## src/inc/swc_pkg.sv

```systemverilog
// constants, register map and carrier types of the standby release logic
package swc_pkg;
	// ************************************************************
	// register map, byte addresses on the AXI4-Lite slave
	// ************************************************************
	localparam logic [7:0] SWC_CTRL_OFS = 8'h00;
	localparam logic [7:0] SWC_MASK_OFS = 8'h04;
	localparam logic [7:0] SWC_STAT_OFS = 8'h08;
	// control register fields
	localparam int SWC_CTRL_ENTER_BIT = 0;
	localparam int SWC_CTRL_LV_BIT = 1;
	localparam int SWC_CTRL_PLL_BIT = 2;
	// power_save_control_reg fields, a 1 disables the source
	localparam int SWC_MASK_PIN_NMI_BIT = 0;
	localparam int SWC_MASK_WDT_NMI_BIT = 1;
	localparam int SWC_MASK_INT_BIT = 2;
	localparam logic [2:0] SWC_MASK_RST = 3'h0;
	localparam logic [1:0] SWC_RESP_OKAY = 2'h0;
	localparam logic [1:0] SWC_RESP_SLVERR = 2'h2;
	// ************************************************************
	// timing: subclock cycles from wake request to release
	// ************************************************************
	localparam int SWC_WAKE_LAT = 12;
	localparam logic [3:0] SWC_WAKE_LAST = 4'(SWC_WAKE_LAT - 1);
	localparam int SWC_PRIO_W = 3;
	// ************************************************************
	// types
	// ************************************************************
	typedef enum logic [2:0] {
		SWC_RUN = 3'h1,
		SWC_IDLE = 3'h2,
		SWC_WAIT = 3'h4
	} swc_state_t;
	typedef struct packed {
		logic int_mask;
		logic wdt_nmi_mask;
		logic pin_nmi_mask;
	} swc_mask_t;
endpackage

```

## src/logic/swc_sub_idle_wake.sv

```systemverilog
// sub-idle and low-voltage sub-idle release logic with AXI4-Lite registers
//
// Added by the designer: the AXI4-Lite interface to the registers and the address map.
`timescale 1ns/1ns
// What this block does
// RL1: leave standby on any unmasked nonmaskable or maskable request, or any reset source.
// RL2: release happens whatever the priority of the waking request.
// RL3: interrupt release enters subclock mode, or low-voltage subclock mode from low-voltage.
// RL4: pll returns to its pre-entry state; stays stopped after low-voltage standby.
// RL5: a waking nonmaskable request is acknowledged on release, acceptance on or off.
// RL6: maskable wake with acceptance off: no ack, keep pending, resume prior code.
// RL7: maskable wake, higher priority in service: no ack, keep pending, resume service.
// RL8: maskable wake, only lower priority in service: acknowledge on release.
// RL9: a source disabled by its mask bit set to 1 never ends standby.
// RL10: exactly 12 subclock cycles pass from waking request to release.
// RL11: a retained request stays pending until normally accepted, no re-assertion needed.
module swc_sub_idle_wake
	import swc_pkg::*;
#(
	parameter int ADDR_W = 8,
	parameter int IRQ_N = 9
) (
	input wire logic aclk,
	input wire logic aresetn,
	input wire logic aclk_en,
	input wire logic [ADDR_W-1:0] s_axi_awaddr,
	input wire logic s_axi_awvalid,
	output logic s_axi_awready,
	input wire logic [31:0] s_axi_wdata,
	input wire logic [3:0] s_axi_wstrb,
	input wire logic s_axi_wvalid,
	output logic s_axi_wready,
	output logic [1:0] s_axi_bresp,
	output logic s_axi_bvalid,
	input wire logic s_axi_bready,
	input wire logic [ADDR_W-1:0] s_axi_araddr,
	input wire logic s_axi_arvalid,
	output logic s_axi_arready,
	output logic [31:0] s_axi_rdata,
	output logic [1:0] s_axi_rresp,
	output logic s_axi_rvalid,
	input wire logic s_axi_rready,
	input wire logic nmi_pin,
	input wire logic watchdog_nonmaskable_request,
	input wire logic [7:0] external_irq_pins,
	input wire logic internal_irq_request,
	input wire logic [IRQ_N-1:0] irq_unmask,
	input wire logic [SWC_PRIO_W-1:0] wake_prio,
	input wire logic irq_accept_on,
	input wire logic isr_active,
	input wire logic [SWC_PRIO_W-1:0] isr_prio,
	input wire logic irq_taken,
	input wire logic reset_pin_n,
	input wire logic watchdog_reset_request,
	input wire logic low_voltage_detector_reset,
	input wire logic clock_monitor_reset,
	output logic cpu_stop,
	output logic sub_mode,
	output logic lv_sub_mode,
	output logic pll_run,
	output logic nmi_ack,
	output logic irq_ack,
	output logic irq_pending,
	output logic sys_reset_req
);
	// ************************************************************
	// pin synchronisers
	// ************************************************************
	logic [9:0] sync1_ff;
	logic [9:0] sync2_ff;
	// two flops for every pin before any logic looks at it
	always_ff @(posedge aclk) begin
		if (!aresetn) begin
			sync1_ff <= 10'h200;
			sync2_ff <= 10'h200;
		end else if (aclk_en) begin
			sync1_ff <= {reset_pin_n, nmi_pin, external_irq_pins};
			sync2_ff <= sync1_ff;
		end
	end
	wire [7:0] ext_s = sync2_ff[7:0];
	wire nmi_s = sync2_ff[8];
	wire rst_pin_s = !sync2_ff[9];

	// ************************************************************
	// state and registers
	// ************************************************************
	swc_state_t st_ff;
	swc_state_t nxt_st;
	logic [3:0] cnt_ff;
	swc_mask_t mask_ff;
	logic lv_sel_ff, pll_cfg_ff, lv_ff, pll_saved_ff, cause_nmi_ff, pend_ff;
	logic enter_ff;
	logic aw_have_ff, w_have_ff;
	logic [ADDR_W-1:0] awaddr_ff;
	logic [31:0] wdata_ff;
	logic [3:0] wstrb_ff;

	// ************************************************************
	// wake and reset decoding
	// ************************************************************
	// masked sources count as invalid and cannot wake the core
	wire [IRQ_N-1:0] irq_vec = IRQ_N'({internal_irq_request, ext_s});
	wire nmi_wake = (nmi_s && !mask_ff.pin_nmi_mask) ||
		(watchdog_nonmaskable_request && !mask_ff.wdt_nmi_mask); // RL9
	wire mask_wake = (|(irq_vec & irq_unmask)) && !mask_ff.int_mask; // RL9
	wire rst_any = rst_pin_s || watchdog_reset_request ||
		low_voltage_detector_reset || clock_monitor_reset;
	wire any_wake = nmi_wake || mask_wake;
	wire release_now = (st_ff == SWC_WAIT) && (cnt_ff == SWC_WAKE_LAST);
	// priority of waking request against the one in service
	wire ack_ok = irq_accept_on && (!isr_active || (wake_prio < isr_prio)); // RL7 RL8
	wire do_enter = (st_ff == SWC_RUN) && enter_ff && !rst_any;

	// ************************************************************
	// standby sequencer
	// ************************************************************
	// wake ignores priority; reset ends standby at once
	always_comb begin
		nxt_st = st_ff;
		case (st_ff)
			SWC_RUN: begin
				if (enter_ff && !rst_any) begin
					nxt_st = SWC_IDLE;
				end
			end
			SWC_IDLE: begin
				if (rst_any) begin
					nxt_st = SWC_RUN; // RL1
				end else if (any_wake) begin
					nxt_st = SWC_WAIT; // RL1 RL2
				end
			end
			SWC_WAIT: begin
				if (rst_any || release_now) begin
					nxt_st = SWC_RUN; // RL10
				end
			end
			default: begin
				nxt_st = SWC_RUN;
			end
		endcase
	end

	// state, latency counter and the context saved at entry
	always_ff @(posedge aclk) begin
		if (!aresetn) begin
			st_ff <= SWC_RUN;
			cnt_ff <= 4'h0;
			lv_ff <= 1'b0;
			pll_saved_ff <= 1'b0;
			cause_nmi_ff <= 1'b0;
		end else if (aclk_en) begin
			st_ff <= nxt_st;
			cnt_ff <= (st_ff == SWC_WAIT) ? cnt_ff + 4'h1 : 4'h0; // RL10
			if (do_enter) begin
				lv_ff <= lv_sel_ff;
				pll_saved_ff <= pll_cfg_ff;
			end
			if (st_ff == SWC_IDLE) begin
				cause_nmi_ff <= nmi_wake;
			end
		end
	end

	// outputs to core, clock control and interrupt controller
	always_ff @(posedge aclk) begin
		if (!aresetn) begin
			cpu_stop <= 1'b0;
			sub_mode <= 1'b0;
			lv_sub_mode <= 1'b0;
			pll_run <= 1'b0;
			nmi_ack <= 1'b0;
			irq_ack <= 1'b0;
			pend_ff <= 1'b0;
			sys_reset_req <= 1'b0;
		end else if (aclk_en) begin
			cpu_stop <= (nxt_st != SWC_RUN);
			sys_reset_req <= rst_any;
			nmi_ack <= release_now && !rst_any && cause_nmi_ff; // RL5
			irq_ack <= release_now && !rst_any && !cause_nmi_ff && ack_ok; // RL8
			if (do_enter) begin
				pll_run <= 1'b0;
			end else if (release_now && !rst_any) begin
				sub_mode <= !lv_ff; // RL3
				lv_sub_mode <= lv_ff; // RL3
				pll_run <= !lv_ff && pll_saved_ff; // RL4
			end else if (wr_ctrl && st_ff == SWC_RUN) begin
				pll_run <= wdata_ff[SWC_CTRL_PLL_BIT]; // RL4
			end
			// retained request: set wins over the clear by irq_taken
			if (release_now && !rst_any && !cause_nmi_ff && !ack_ok) begin
				pend_ff <= 1'b1; // RL6 RL7
			end else if (irq_taken) begin
				pend_ff <= 1'b0; // RL11
			end
		end
	end
	assign irq_pending = pend_ff;

	// ************************************************************
	// AXI4-Lite slave
	// ************************************************************
	wire aw_hs = s_axi_awvalid && s_axi_awready;
	wire w_hs = s_axi_wvalid && s_axi_wready;
	wire wr_go = aw_have_ff && w_have_ff && !s_axi_bvalid;
	wire wr_ctrl = wr_go && (awaddr_ff == ADDR_W'(SWC_CTRL_OFS)) && wstrb_ff[0];
	wire wr_mask = wr_go && (awaddr_ff == ADDR_W'(SWC_MASK_OFS)) && wstrb_ff[0];
	wire wr_ok = (awaddr_ff == ADDR_W'(SWC_CTRL_OFS)) || (awaddr_ff == ADDR_W'(SWC_MASK_OFS));
	wire [31:0] stat_word = {24'h00_0000, pend_ff, lv_ff, cause_nmi_ff, lv_sub_mode,
		sub_mode, st_ff};
	wire [31:0] ctrl_word = {29'h0000_0000, pll_cfg_ff, lv_sel_ff, 1'b0};
	wire rd_ctrl = s_axi_araddr == ADDR_W'(SWC_CTRL_OFS);
	wire rd_mask = s_axi_araddr == ADDR_W'(SWC_MASK_OFS);
	wire rd_stat = s_axi_araddr == ADDR_W'(SWC_STAT_OFS);
	wire [31:0] rd_word = rd_ctrl ? ctrl_word :
		rd_mask ? {29'h0000_0000, mask_ff} : rd_stat ? stat_word : 32'h0000_0000;

	// write channel: address and data taken in either order
	always_ff @(posedge aclk) begin
		if (!aresetn) begin
			s_axi_awready <= 1'b1;
			s_axi_wready <= 1'b1;
			aw_have_ff <= 1'b0;
			w_have_ff <= 1'b0;
			awaddr_ff <= '0;
			wdata_ff <= 32'h0000_0000;
			wstrb_ff <= 4'h0;
			s_axi_bvalid <= 1'b0;
			s_axi_bresp <= SWC_RESP_OKAY;
		end else if (aclk_en) begin
			if (aw_hs) begin
				aw_have_ff <= 1'b1;
				awaddr_ff <= s_axi_awaddr;
				s_axi_awready <= 1'b0;
			end
			if (w_hs) begin
				w_have_ff <= 1'b1;
				wdata_ff <= s_axi_wdata;
				wstrb_ff <= s_axi_wstrb;
				s_axi_wready <= 1'b0;
			end
			if (wr_go) begin
				s_axi_bvalid <= 1'b1;
				s_axi_bresp <= wr_ok ? SWC_RESP_OKAY : SWC_RESP_SLVERR;
			end else if (s_axi_bvalid && s_axi_bready) begin
				s_axi_bvalid <= 1'b0;
				aw_have_ff <= 1'b0;
				w_have_ff <= 1'b0;
				s_axi_awready <= 1'b1;
				s_axi_wready <= 1'b1;
			end
		end
	end

	// control and mask registers; the enter bit is a self-clearing strobe
	always_ff @(posedge aclk) begin
		if (!aresetn) begin
			mask_ff <= SWC_MASK_RST;
			lv_sel_ff <= 1'b0;
			pll_cfg_ff <= 1'b0;
			enter_ff <= 1'b0;
		end else if (aclk_en) begin
			enter_ff <= wr_ctrl && wdata_ff[SWC_CTRL_ENTER_BIT];
			if (wr_ctrl) begin
				lv_sel_ff <= wdata_ff[SWC_CTRL_LV_BIT];
				pll_cfg_ff <= wdata_ff[SWC_CTRL_PLL_BIT];
			end
			if (wr_mask) begin
				mask_ff.pin_nmi_mask <= wdata_ff[SWC_MASK_PIN_NMI_BIT];
				mask_ff.wdt_nmi_mask <= wdata_ff[SWC_MASK_WDT_NMI_BIT];
				mask_ff.int_mask <= wdata_ff[SWC_MASK_INT_BIT];
			end
		end
	end

	// read channel: one cycle from address to data
	always_ff @(posedge aclk) begin
		if (!aresetn) begin
			s_axi_arready <= 1'b1;
			s_axi_rvalid <= 1'b0;
			s_axi_rdata <= 32'h0000_0000;
			s_axi_rresp <= SWC_RESP_OKAY;
		end else if (aclk_en) begin
			if (s_axi_arvalid && s_axi_arready) begin
				s_axi_arready <= 1'b0;
				s_axi_rvalid <= 1'b1;
				s_axi_rdata <= rd_word;
				s_axi_rresp <= (rd_ctrl || rd_mask || rd_stat) ? SWC_RESP_OKAY : SWC_RESP_SLVERR;
			end else if (s_axi_rvalid && s_axi_rready) begin
				s_axi_rvalid <= 1'b0;
				s_axi_arready <= 1'b1;
			end
		end
	end

	// ************************************************************
	// assertions
	// ************************************************************
	a_wake_starts_wait: assert property (@(posedge aclk) disable iff (!aresetn) // RL1
		(aclk_en && st_ff == SWC_IDLE && any_wake && !rst_any) |=> st_ff == SWC_WAIT &&
		cnt_ff == 4'h0)
		else $error("wake request did not start the release wait");
	a_mask_blocks_wake: assert property (@(posedge aclk) disable iff (!aresetn) // RL9
		(aclk_en && st_ff == SWC_IDLE && !any_wake && !rst_any) |=> st_ff == SWC_IDLE)
		else $error("standby left without a valid source");
	a_reset_releases: assert property (@(posedge aclk) disable iff (!aresetn) // RL1
		(aclk_en && rst_any && st_ff != SWC_RUN) |=> (st_ff == SWC_RUN && sys_reset_req))
		else $error("reset source did not end standby");
	a_wait_twelve: assert property (@(posedge aclk) disable iff (!aresetn) // RL10
		(aclk_en && st_ff == SWC_WAIT && !rst_any) |=> (cnt_ff == $past(cnt_ff) + 4'h1) &&
		((st_ff == SWC_RUN) == ($past(cnt_ff) == SWC_WAKE_LAST)))
		else $error("release latency counter out of range");
	a_nmi_acked: assert property (@(posedge aclk) disable iff (!aresetn) // RL5
		(aclk_en && release_now && !rst_any && cause_nmi_ff) |=> nmi_ack && !irq_ack)
		else $error("waking nonmaskable request not acknowledged");
	a_di_retains: assert property (@(posedge aclk) disable iff (!aresetn) // RL6
		(aclk_en && release_now && !rst_any && !cause_nmi_ff && !irq_accept_on)
		|=> !irq_ack && pend_ff && !cpu_stop)
		else $error("request acknowledged with acceptance off");
	a_high_isr_holds: assert property (@(posedge aclk) disable iff (!aresetn) // RL7
		(aclk_en && release_now && !rst_any && !cause_nmi_ff && irq_accept_on &&
		isr_active && isr_prio <= wake_prio) |=> !irq_ack && pend_ff)
		else $error("request acknowledged over a higher priority service");
	a_low_isr_acks: assert property (@(posedge aclk) disable iff (!aresetn) // RL8
		(aclk_en && release_now && !rst_any && !cause_nmi_ff && irq_accept_on &&
		(!isr_active || wake_prio < isr_prio)) |=> irq_ack &&
		(pend_ff == ($past(pend_ff) && !$past(irq_taken))))
		else $error("waking request not acknowledged on release");
	a_mode_after: assert property (@(posedge aclk) disable iff (!aresetn) // RL3
		(aclk_en && release_now && !rst_any) |=> (lv_sub_mode == lv_ff) && (sub_mode != lv_ff))
		else $error("wrong operating mode after release");
	a_pll_restore: assert property (@(posedge aclk) disable iff (!aresetn) // RL4
		(aclk_en && release_now && !rst_any) |=> pll_run == (!lv_ff && pll_saved_ff))
		else $error("pll state wrong after release");
	a_pend_holds: assert property (@(posedge aclk) disable iff (!aresetn) // RL11
		(aclk_en && pend_ff && !irq_taken) |=> pend_ff)
		else $error("retained request dropped before acceptance");
endmodule

```

## config.mk

```make
export PLATFORM = sky130hd
export DESIGN_NAME = swc_sub_idle_wake
export DESIGN_NICKNAME = d
export VERILOG_FILES = /design/src/inc/swc_pkg.sv /design/src/logic/swc_sub_idle_wake.sv
export SDC_FILE = /design/constraint.sdc
export NUM_CORES = 1
export LEC_CHECK = 0
export BUFFER_PORTS_ARGS = -buffer_cell sky130_fd_sc_hd__buf_4
export CORE_MARGIN = 3
export CORE_UTILIZATION = 47
export CTS_CLUSTER_SIZE = 24
export DETAILED_ROUTE_END_ITERATION = 12
export PLACE_DENSITY = 0.79
export SYNTH_ARGS = -nofsm -noshare
export SYNTH_HDL_FRONTEND = slang
export SYNTH_SLANG_ARGS = --single-unit
```

## constraint.sdc

```tcl
create_clock -name aclk -period 1.87 [get_ports aclk]
set_clock_uncertainty 0.05 [all_clocks]
set_input_delay 0.374 -clock aclk [delete_from_list [all_inputs] [get_ports aclk]]
set_output_delay 0.374 -clock aclk [all_outputs]
set_load 0.03 [all_outputs]
```

# Word-level counts from Yosys, hierarchy flattened
# Index checks and enable logic that the tools add are counted.
totals:
  regBits: 99
op_classes:
  add_sub_neg: 1
  magnitude_cmp: 1
  n_eq_ne: 8
  n_bitwise: 2
  mux: 34
  n_reduce_logical: 67
op_table:
  columns: ["op", "count"]
  rows:
  - ["$logic_and A1 B1 Y1", 27]
  - ["$mux W8", 3]
  - ["$reduce_and A2 Y1", 12]
  - ["$mux W1", 23]
  - ["$eq A8 B3 Y1 const B", 2]
  - ["$logic_not A8 Y1", 2]
  - ["$mux W3", 4]
  - ["$logic_not A1 Y1", 10]
  - ["$logic_or A1 B1 Y1", 10]
  - ["$and A9 B9 Y9", 1]
  - ["$pmux W3 S3", 1]
  - ["$reduce_or A9 Y1", 1]
  - ["$eq A8 B4 Y1 const B", 1]
  - ["$reduce_bool A2 Y1", 3]
  - ["$add A4 B1 Y4 const B", 1]
  - ["$eq A4 B4 Y1 const B", 1]
  - ["$mux W2", 2]
  - ["$mux W4", 1]
  - ["$eq A3 B1 Y1 const B", 1]
  - ["$eq A3 B2 Y1 const B", 1]
  - ["$eq A3 B3 Y1 const B", 1]
  - ["$lt A3 B3 Y1", 1]
  - ["$ne A3 B1 Y1 const B", 1]
  - ["$reduce_and A3 Y1", 1]
  - ["other kinds (2)", 2]

# Logic depth before layout (Yosys ltp)
# Gate-level depths: netlist of run 1.
depth:
  depth_word: 10
  mapped_depth: 7
  ltp_nobuf: 6

# Worst setup path before layout of run 1
# Ideal clock, no wire load.
synth_timing:
  kind: "input to register"
  startpoint: "input watchdog_reset_request"
  endpoint: "register pll_run"
  required_time_ps: 1698
  stages: 6
  setup_slack_ps: 201
  arrival_time_ps: 1497
  path_buffers: 1
  cell_sequence: "nor4b_4 > and2_1 > clkbuf_1 > o21a_1 > o221ai_1 > o311a_1"
synth_between:
  elab_chain_cells: 7
synth_rtl:
  columns: ["item", "line", "source"]
  rows:
  - ["start: declaration", "swc_sub_idle_wake.sv:54", "input wire logic watchdog_reset_request,"]
  - ["$logic_or A1 B1 Y1 * (2 in a row)", "swc_sub_idle_wake.sv:107", "wire rst_any = rst_pin_s || watchdog_reset_request ||"]
  - ["$logic_or A1 B1 Y1 *", "swc_sub_idle_wake.sv:108", "low_voltage_detector_reset || clock_monitor_reset;"]
  - ["$logic_not A1 Y1 *", "swc_sub_idle_wake.sv:113, swc_sub_idle_wake.sv:184", null]
  - ["$logic_and A1 B1 Y1 (on tied branches)", "swc_sub_idle_wake.sv:113, swc_sub_idle_wake.sv:184", null]
  - ["$reduce_bool A3 Y1 (no source line) / $mux W1 (equally long branches)", null, null]
  - ["$reduce_and A2 Y1 (no source line) / $mux W1 (equally long branches)", null, null]
  - ["end signal: assignment", "swc_sub_idle_wake.sv:187", "pll_run <= !lv_ff && pll_saved_ff;"]
  - ["end signal: assignment", "swc_sub_idle_wake.sv:189", "pll_run <= wdata_ff[SWC_CTRL_PLL_BIT];"]
  - ["end: declaration", "swc_sub_idle_wake.sv:60", "output logic pll_run,"]
# Every way passes the cells marked *; elsewhere a longest branch is shown, timed or not.
# A chain may end at the register's enable or synchronous reset.

# Worst setup path in the final report of run 1
layout_timing:
  startpoint: "register cnt_ff[0]"
  endpoint: "register pll_run"
layout_between:
  elab_chain_cells: 5
layout_rtl:
  columns: ["item", "line", "source"]
  rows:
  - ["start: declaration", "swc_sub_idle_wake.sv:90", "logic [3:0] cnt_ff;"]
  - ["start signal: assignment", "swc_sub_idle_wake.sv:155", "cnt_ff <= (st_ff == SWC_WAIT) ? cnt_ff + 4'h1 : 4'h0;"]
  - ["$eq A4 B4 Y1 *", "swc_sub_idle_wake.sv:110", "wire release_now = (st_ff == SWC_WAIT) && (cnt_ff == SWC_WAKE_LAST);"]
  - ["$logic_and A1 B1 Y1 *", "swc_sub_idle_wake.sv:110", null]
  - ["$logic_and A1 B1 Y1 *", "swc_sub_idle_wake.sv:184", "end else if (release_now && !rst_any) begin"]
  - ["$reduce_bool A3 Y1 (no source line) / $mux W1 (equally long branches)", null, null]
  - ["$reduce_and A2 Y1 (no source line) / $mux W1 (equally long branches)", null, null]
# Marked as above.

==> results of run 1 <==
==> flip-flops by register name, indices dropped and copies added, names as in the netlist, 3 cells and up <==
register	cells
s_axi_rdata	8
sync1_ff	10
cnt_ff	4
st_ff	3
mask_ff	3
awaddr_ff	8
sync2_ff	10
wdata_ff	3
==> report_power, final <==
group          leakage (nW)  total [W]  internal, W  switching (W)
Clock                 0.115    0.00147     0.000885       0.000588
Sequential            0.594    0.00163      0.00160      0.0000298
Combinational          1.18   0.000407     0.000173       0.000234
Total                  1.89    0.00351      0.00266       0.000852
==> worst min-delay path by stage <==
stage | slack [ps] | cells past startpoint | endpoint | startpoint
floorplan | 390 | 2 | awaddr_ff[5] | awaddr_ff[5]
global placement | 390 | 2 | awaddr_ff[6] | awaddr_ff[6]
detailed placement | 400 | 2 | awaddr_ff[4] | awaddr_ff[4]
CTS | 190 | 3 | sync1_ff[9] | reset_pin_n
global route | 200 | 3 | sync1_ff[6] | external_irq_pins[6]
finish | 200 | 3 | sync1_ff[9] | reset_pin_n
==> through the flow <==
step	area, um^2	setup slack [ps]
2_1_floorplan	3360	201
5_1_grt	4140	26.5
3_3_place_gp	3890	40.5
6_report	4140	170
3_5_place_dp	3890	37.8
4_1_cts	4130	105
==> logic make-up (layout without fill, tap and decap cells) <==
group                      count (synthesis)  count (layout)  share of synthesized area
AOI/OAI and AO/OA                         66              66                      0.124
adders and majority gates                  3               3                     0.0115
buffers and inverters                     51             115                     0.0900
DFF                                       73              73                      0.448
muxes                                     33              33                      0.101
other                                      1              26                    0.00115
and+or+nand+nor                          151             151                      0.225
==> cell usage after synthesis (4+ instances only) <==
| master | count |
|---|---|
| buf_4 | 26 |
| nand2b_1 | 6 |
| nand3_1 | 12 |
| nor2b_1 | 6 |
| nand2_1 | 46 |
| nor2_1 | 58 |
| mux2i_1 | 33 |
| clkbuf_1 | 14 |
| a21oi_1 | 30 |
| dfxtp_1 | 73 |
| a22oi_1 | 6 |
| o21ai_0 | 10 |
| inv_1 | 6 |
| and3_1 | 4 |
| buf_2 | 4 |
==> final cells by class <==
cell class                      instances  area, um^2
Tap cell                               77        96.3
Fill cell                             579        2390
Inverter                                7        26.3
Timing Repair Buffer                   92         703
Multi-Input combinational cell        279        1610
Clock inverter                          7         119
Clock buffer                            9         124
Sequential cell                        73        1460
==> worst min-delay path, delay by kind of cell <==
| family | cells | cell delay, ps |
|---|---|---|
| buffers and inverters | 1 | 80 |
| muxes | 1 | 60 |
| and+or+nand+nor | 1 | 60 |
==> metal layers <==
metal	global-route usage	wire length (um)	vias up
met2	0.309	3400	112
met4	0.0785	76	0
met5	0	0	-
met1	0.216	3050	1291
met3	0.0710	695	12
li1	-	-	1417
==> what timing repair did <==
action	in CTS	in global routing
resized for setup	0	1
endpoints found under the hold margin	0	0
setup endpoints to repair	0	3
==> impl_metrics.py, run 1 <==
metrics = {
    "setup_path": {
        "regToRegSetupSlack_ps": 170,
        "cp-start-kind": "flop",
        "slowest_delay_ps": 340,
        "criticalPathCategory": "flop to flop",
        "cpLargestDelayFamily": "compound AO/OA/AOI/OAI gates",
        "cpMaxStageDelayCell": "dfxtp_1",
        "path_cells": "ha_1 -> and3b_1 -> and2_1 -> o21a_1 -> o311a_1",
        "startpoint": "cnt_ff[0]",
        "crit_arrival_ps": 1880,
        "worstPathRequired_ps": 2050,
        "path_buf_inv": 0,
        "rr_worst_depth": 5,
        "endpoint": "pll_run",
        "crit_cells": 5,
        "r2r_start": "cnt_ff[0]",
        "endpoint_kind": "flop",
        "r2r_end": "pll_run",
        "cp_max_fo": 5,
    },
    "grt": {
        "grt_pass1_vias": 2642,
        "antenna_found_initial": 0,
        "grt_max_degree": 60,
        "grt_pass1_wl_um": 11600,
        "overflow": 0,
        "track_usage": 0.187,
    },
    "cts": {
        "root_buffer": "clkbuf_8",
        "clk_pin_slew_ps": 80,
        "cts_buffer_depth": 2,
        "cts_tree": "built",
        "cts_sinks": 73,
        "numCtsBuffers": 9,
        "cts_htree_levels": 3,
        "ctsHoldBuffers": 0,
        "cts_setup_buffers": 0,
        "clkLatencyLatePin_ps": 350,
    },
    "pwr": {
        "leakage_nw": 1.89,
        "pwr_density_cell_mw_per_mm2": 848,
        "irDropWorstVdd_mv": 0.570,
        "total_power_w": 0.00351,
    },
    "synth": {
        "syn-instance-count": 378,
        "ys_warn_count": 0,
        "synth_area_leader_cell": "dfxtp_1",
        "yosys.area.top_type_share": 0.448,
        "synth_seq_area_share": 0.448,
        "ys_types": 45,
        "synth_flop_cell": "dfxtp_1",
        "synth_area_leaders": "dfxtp_1 (45%), mux2i_1 (10%), nor2_1 (6.7%)",
        "synth-edff-count": 0,
        "ys_ff_latch": 73,
        "synth-async-reset-ratio": 0,
        "synth_area_per_cell_um2": 8.64,
        "synth.cell_area_mm2": 0.00327,
    },
    "route": {
        "wl_um": 7220,
        "drcViolationCount": 0,
        "drt_iter0_markers": 184,
        "drtAntennaViolNets": 0,
        "routedWlPerCell_um": 13.3,
        "dr_total_vias": 2832,
        "vias_per_cell": 5.21,
        "first_pass_iters": 4,
    },
    "final_layout": {
        "final_cell_mix": "buf_4 (91), dfxtp_1 (73), nor2_1 (58)",
        "diodes": 0,
        "area_growth_pct": 26.8,
        "fin_nets": 558,
        "layout-drive-gt1-share": 0.242,
        "post-route-util": 0.634,
        "final_cells": 544,
        "layout_commonest_cell": "buf_4",
    },
    "floorplan": {
        "pin_count": 142,
        "die-area_mm2": 0.00798,
        "core_mm2": 0.00653,
        "num_rows": 29,
        "fp.dieW_um": 89.4,
        "start_util": 0.500,
        "die_h_um": 89.4,
    },
    "status": {
        "status": "complete, no violations",
    },
    "timing": {
        "period_needed_ps": 1700,
        "final_hold_viol_count": 0,
        "whs_ps": 199,
        "worstMarginPinSlew_ps": 592,
        "maxSlewHeadroom": 0.605,
        "max_freq_ghz": 0.588,
        "setup_violations": 0,
        "tns_ps": 0,
        "fin_crit_sh": 0.909,
        "rsz0062_at_grt": "false",
        "drv_slew": 0,
    },
    "placement": {
        "place_congestion": 0.783,
        "dp_hpwl_um": 5310,
        "place_inst": 528,
        "io_buffers": 83,
    },
    "flow_run": {
        "drv_cap": 0,
    },
    "worst_hold_path": {
        "hold_path_class": "primary input to flop",
    },
}
Power figures use the tool's default switching activity.
==> run 2, diff against run 1 <==
==> constraint.sdc (replaced) <==
create_clock -name aclk -period 1.87 [get_ports aclk]
set_clock_uncertainty 0.05 [all_clocks]
set_input_delay 0.2805 -clock aclk [delete_from_list [all_inputs] [get_ports aclk]]
set_output_delay 0.2805 -clock aclk [all_outputs]
set_load 0.03 [all_outputs]
==> run 2 against run 1 <==
  * Die area unchanged
  * Critical path type unchanged
  * Critical path depth increased by 1
  * Fmax fell by 0.80%
  * Global-route usage is 0.29 points higher
  * Hold slack lost 87 ps
  * First-iteration DRC count is 38% lower
  * Critical endpoint unchanged
  * Design area fell by 0.79%
  * Final cell count down 0.18%
  * Sequential cell count did not move
  * Non-clock buffer count is the same
  * Total power decreased by 4.6%
==> impl_metrics.py, run 2 (synthesis gave the netlist of run 1 again) <==
metrics = {
    "status": {
        "status": "complete, no violations",
    },
    "setup_path": {
        "worstPathRequired_ps": 2050,
        "cp_max_fo": 5,
        "endpoint_kind": "flop",
        "crit_cells": 6,
        "rr_worst_depth": 6,
        "path_cells": "ha_1 -> and3b_1 -> and2_1 -> mux2i_1 -> o221ai_1 -> o311a_1",
        "cpMaxStageDelayCell": "dfxtp_1",
        "cp-start-kind": "flop",
        "slowest_delay_ps": 380,
        "path_buf_inv": 0,
        "cpLargestDelayFamily": "simple AND/OR/NAND/NOR gates",
        "crit_arrival_ps": 1900,
        "criticalPathCategory": "flop to flop",
        "r2r_start": "cnt_ff[0]",
        "startpoint": "cnt_ff[0]",
    },
    "pwr": {
        "p_int_w": 0.00255,
        "leakage_nw": 1.88,
        "clockPowerShare": 0.392,
        "pwr_density_cell_mw_per_mm2": 815,
        "switching_share": 0.238,
        "seqPwrFrac": 0.487,
        "p_switching_w": 0.000797,
        "total_power_w": 0.00335,
        "irDropWorstVdd_mv": 0.438,
        "p_comb_frac": 0.121,
    },
    "route": {
        "drcViolationCount": 0,
        "drt_iter0_markers": 114,
        "routedWlPerCell_um": 13.4,
        "first_pass_iters": 4,
        "drtAntennaViolNets": 0,
        "dr_total_vias": 2803,
        "wl_um": 7260,
        "vias_per_cell": 5.16,
    },
    "timing": {
        "max_freq_ghz": 0.584,
        "period_needed_ps": 1710,
        "whs_ps": 112,
        "setup_violations": 0,
        "final_hold_viol_count": 0,
        "drv_slew": 0,
        "rsz0062_at_grt": "false",
        "tns_ps": 0,
        "worst_slack_ps": 156,
        "fin_crit_sh": 0.916,
    },
    "grt": {
        "antenna_found_initial": 0,
        "grt_pass1_vias": 2717,
        "overflow": 0,
        "track_usage": 0.190,
        "grt_max_degree": 52,
        "grt_pass1_wl_um": 11800,
    },
    "floorplan": {
        "start_util": 0.500,
        "pin_count": 142,
        "die-area_mm2": 0.00798,
        "core_mm2": 0.00653,
        "num_rows": 29,
        "fp.dieW_um": 89.4,
        "die_h_um": 89.4,
    },
    "placement": {
        "postPlaceCellArea_mm2": 0.00389,
        "place_congestion": 0.822,
        "place_ws_ps": 138,
        "io_buffers": 83,
        "dp_hpwl_um": 5380,
    },
    "final_layout": {
        "design_area_mm2": 0.00411,
        "diodes": 0,
        "fillCellCount": 580,
        "final_cell_mix": "buf_4 (91), dfxtp_1 (73), nor2_1 (58)",
        "top_regs": "sync1_ff x10, sync2_ff x10",
        "layout-drive-gt1-share": 0.236,
        "layout_commonest_cell": "buf_4",
        "area_growth_pct": 25.8,
        "fin_nets": 558,
        "regArea_mm2": 0.00146,
        "multiInputGateArea_mm2": 0.00161,
    },
    "worst_hold_path": {
        "hold_path_class": "primary input to flop",
        "hold_path_depth": 3,
        "hold_start": "reset_pin_n",
    },
    "cts": {
        "cts_htree_levels": 3,
        "cts_buffer_depth": 2,
        "cts_setup_buffers": 0,
        "numCtsBuffers": 9,
        "clkLatencyLatePin_ps": 340,
        "root_buffer": "clkbuf_8",
        "clk_pin_slew_ps": 70,
        "cts_tree": "built",
        "cts_sinks": 73,
    },
    "flow_run": {
        "drv_cap": 0,
    },
}
==> run 2: metrics by stage <==
step | instances | util
final | 543 | 0.629
after global routing | 543 | 0.629
after CTS | 543 | 0.628
after detailed placement | 528 | 0.596
after global placement | 528 | 0.596
after floorplan | 403 | -
==> run 2: worst paths after layout <==
| kind | slack [ps] | to |
|---|---|---|
| setup / recovery | 160 | pll_run |
| hold reg to reg | 410 | awaddr_ff[4] |
| setup reg to reg | 160 | pll_run |
| hold / removal | 110 | sync1_ff[9] |
==> run 2: per-layer routing <==
layer  part of all wire  GRT usage  vias up
li1                   -          -     1411
met1               0.43      0.223     1272
met2               0.47      0.320      109
met3              0.078     0.0461       11
met4              0.019     0.0974        0
met5                  0          0        -
==> run 2: worst register-to-register path, stage by stage (launching register included) <==
cell	delay, ps
dfxtp_1	380
ha_1	190
and3b_1	220
and2_1	280
mux2i_1	220
o221ai_1	130
o311a_1	140
==> run 2: layout make-up <==
type | instances | area share
flip-flops and latches | 73 | 0.356
inverters | 7 | 0.00640
clock inverters | 3 | 0.0158
clock buffers | 12 | 0.0353
repair buffers | 92 | 0.171
well taps | 77 | 0.0235
multi-input cells | 279 | 0.392
==> run 2: what timing repair did <==
action	CTS	global route
hold buffers	0	0
endpoints found under the hold margin	0	0
setup endpoints to repair	0	1
resized for setup	0	1
==> run 2: power by group through the flow <==
stage	Sequential, W	Combinational, W	Clock (W)
2_1_floorplan	0.00168	0.000266	0
3_3_place_gp	0.00166	0.000395	0
3_5_place_dp	0.00166	0.000405	0
4_1_cts	0.00163	0.000406	0.00135
5_1_grt	0.00163	0.000447	0.00142
6_report	0.00163	0.000405	0.00131
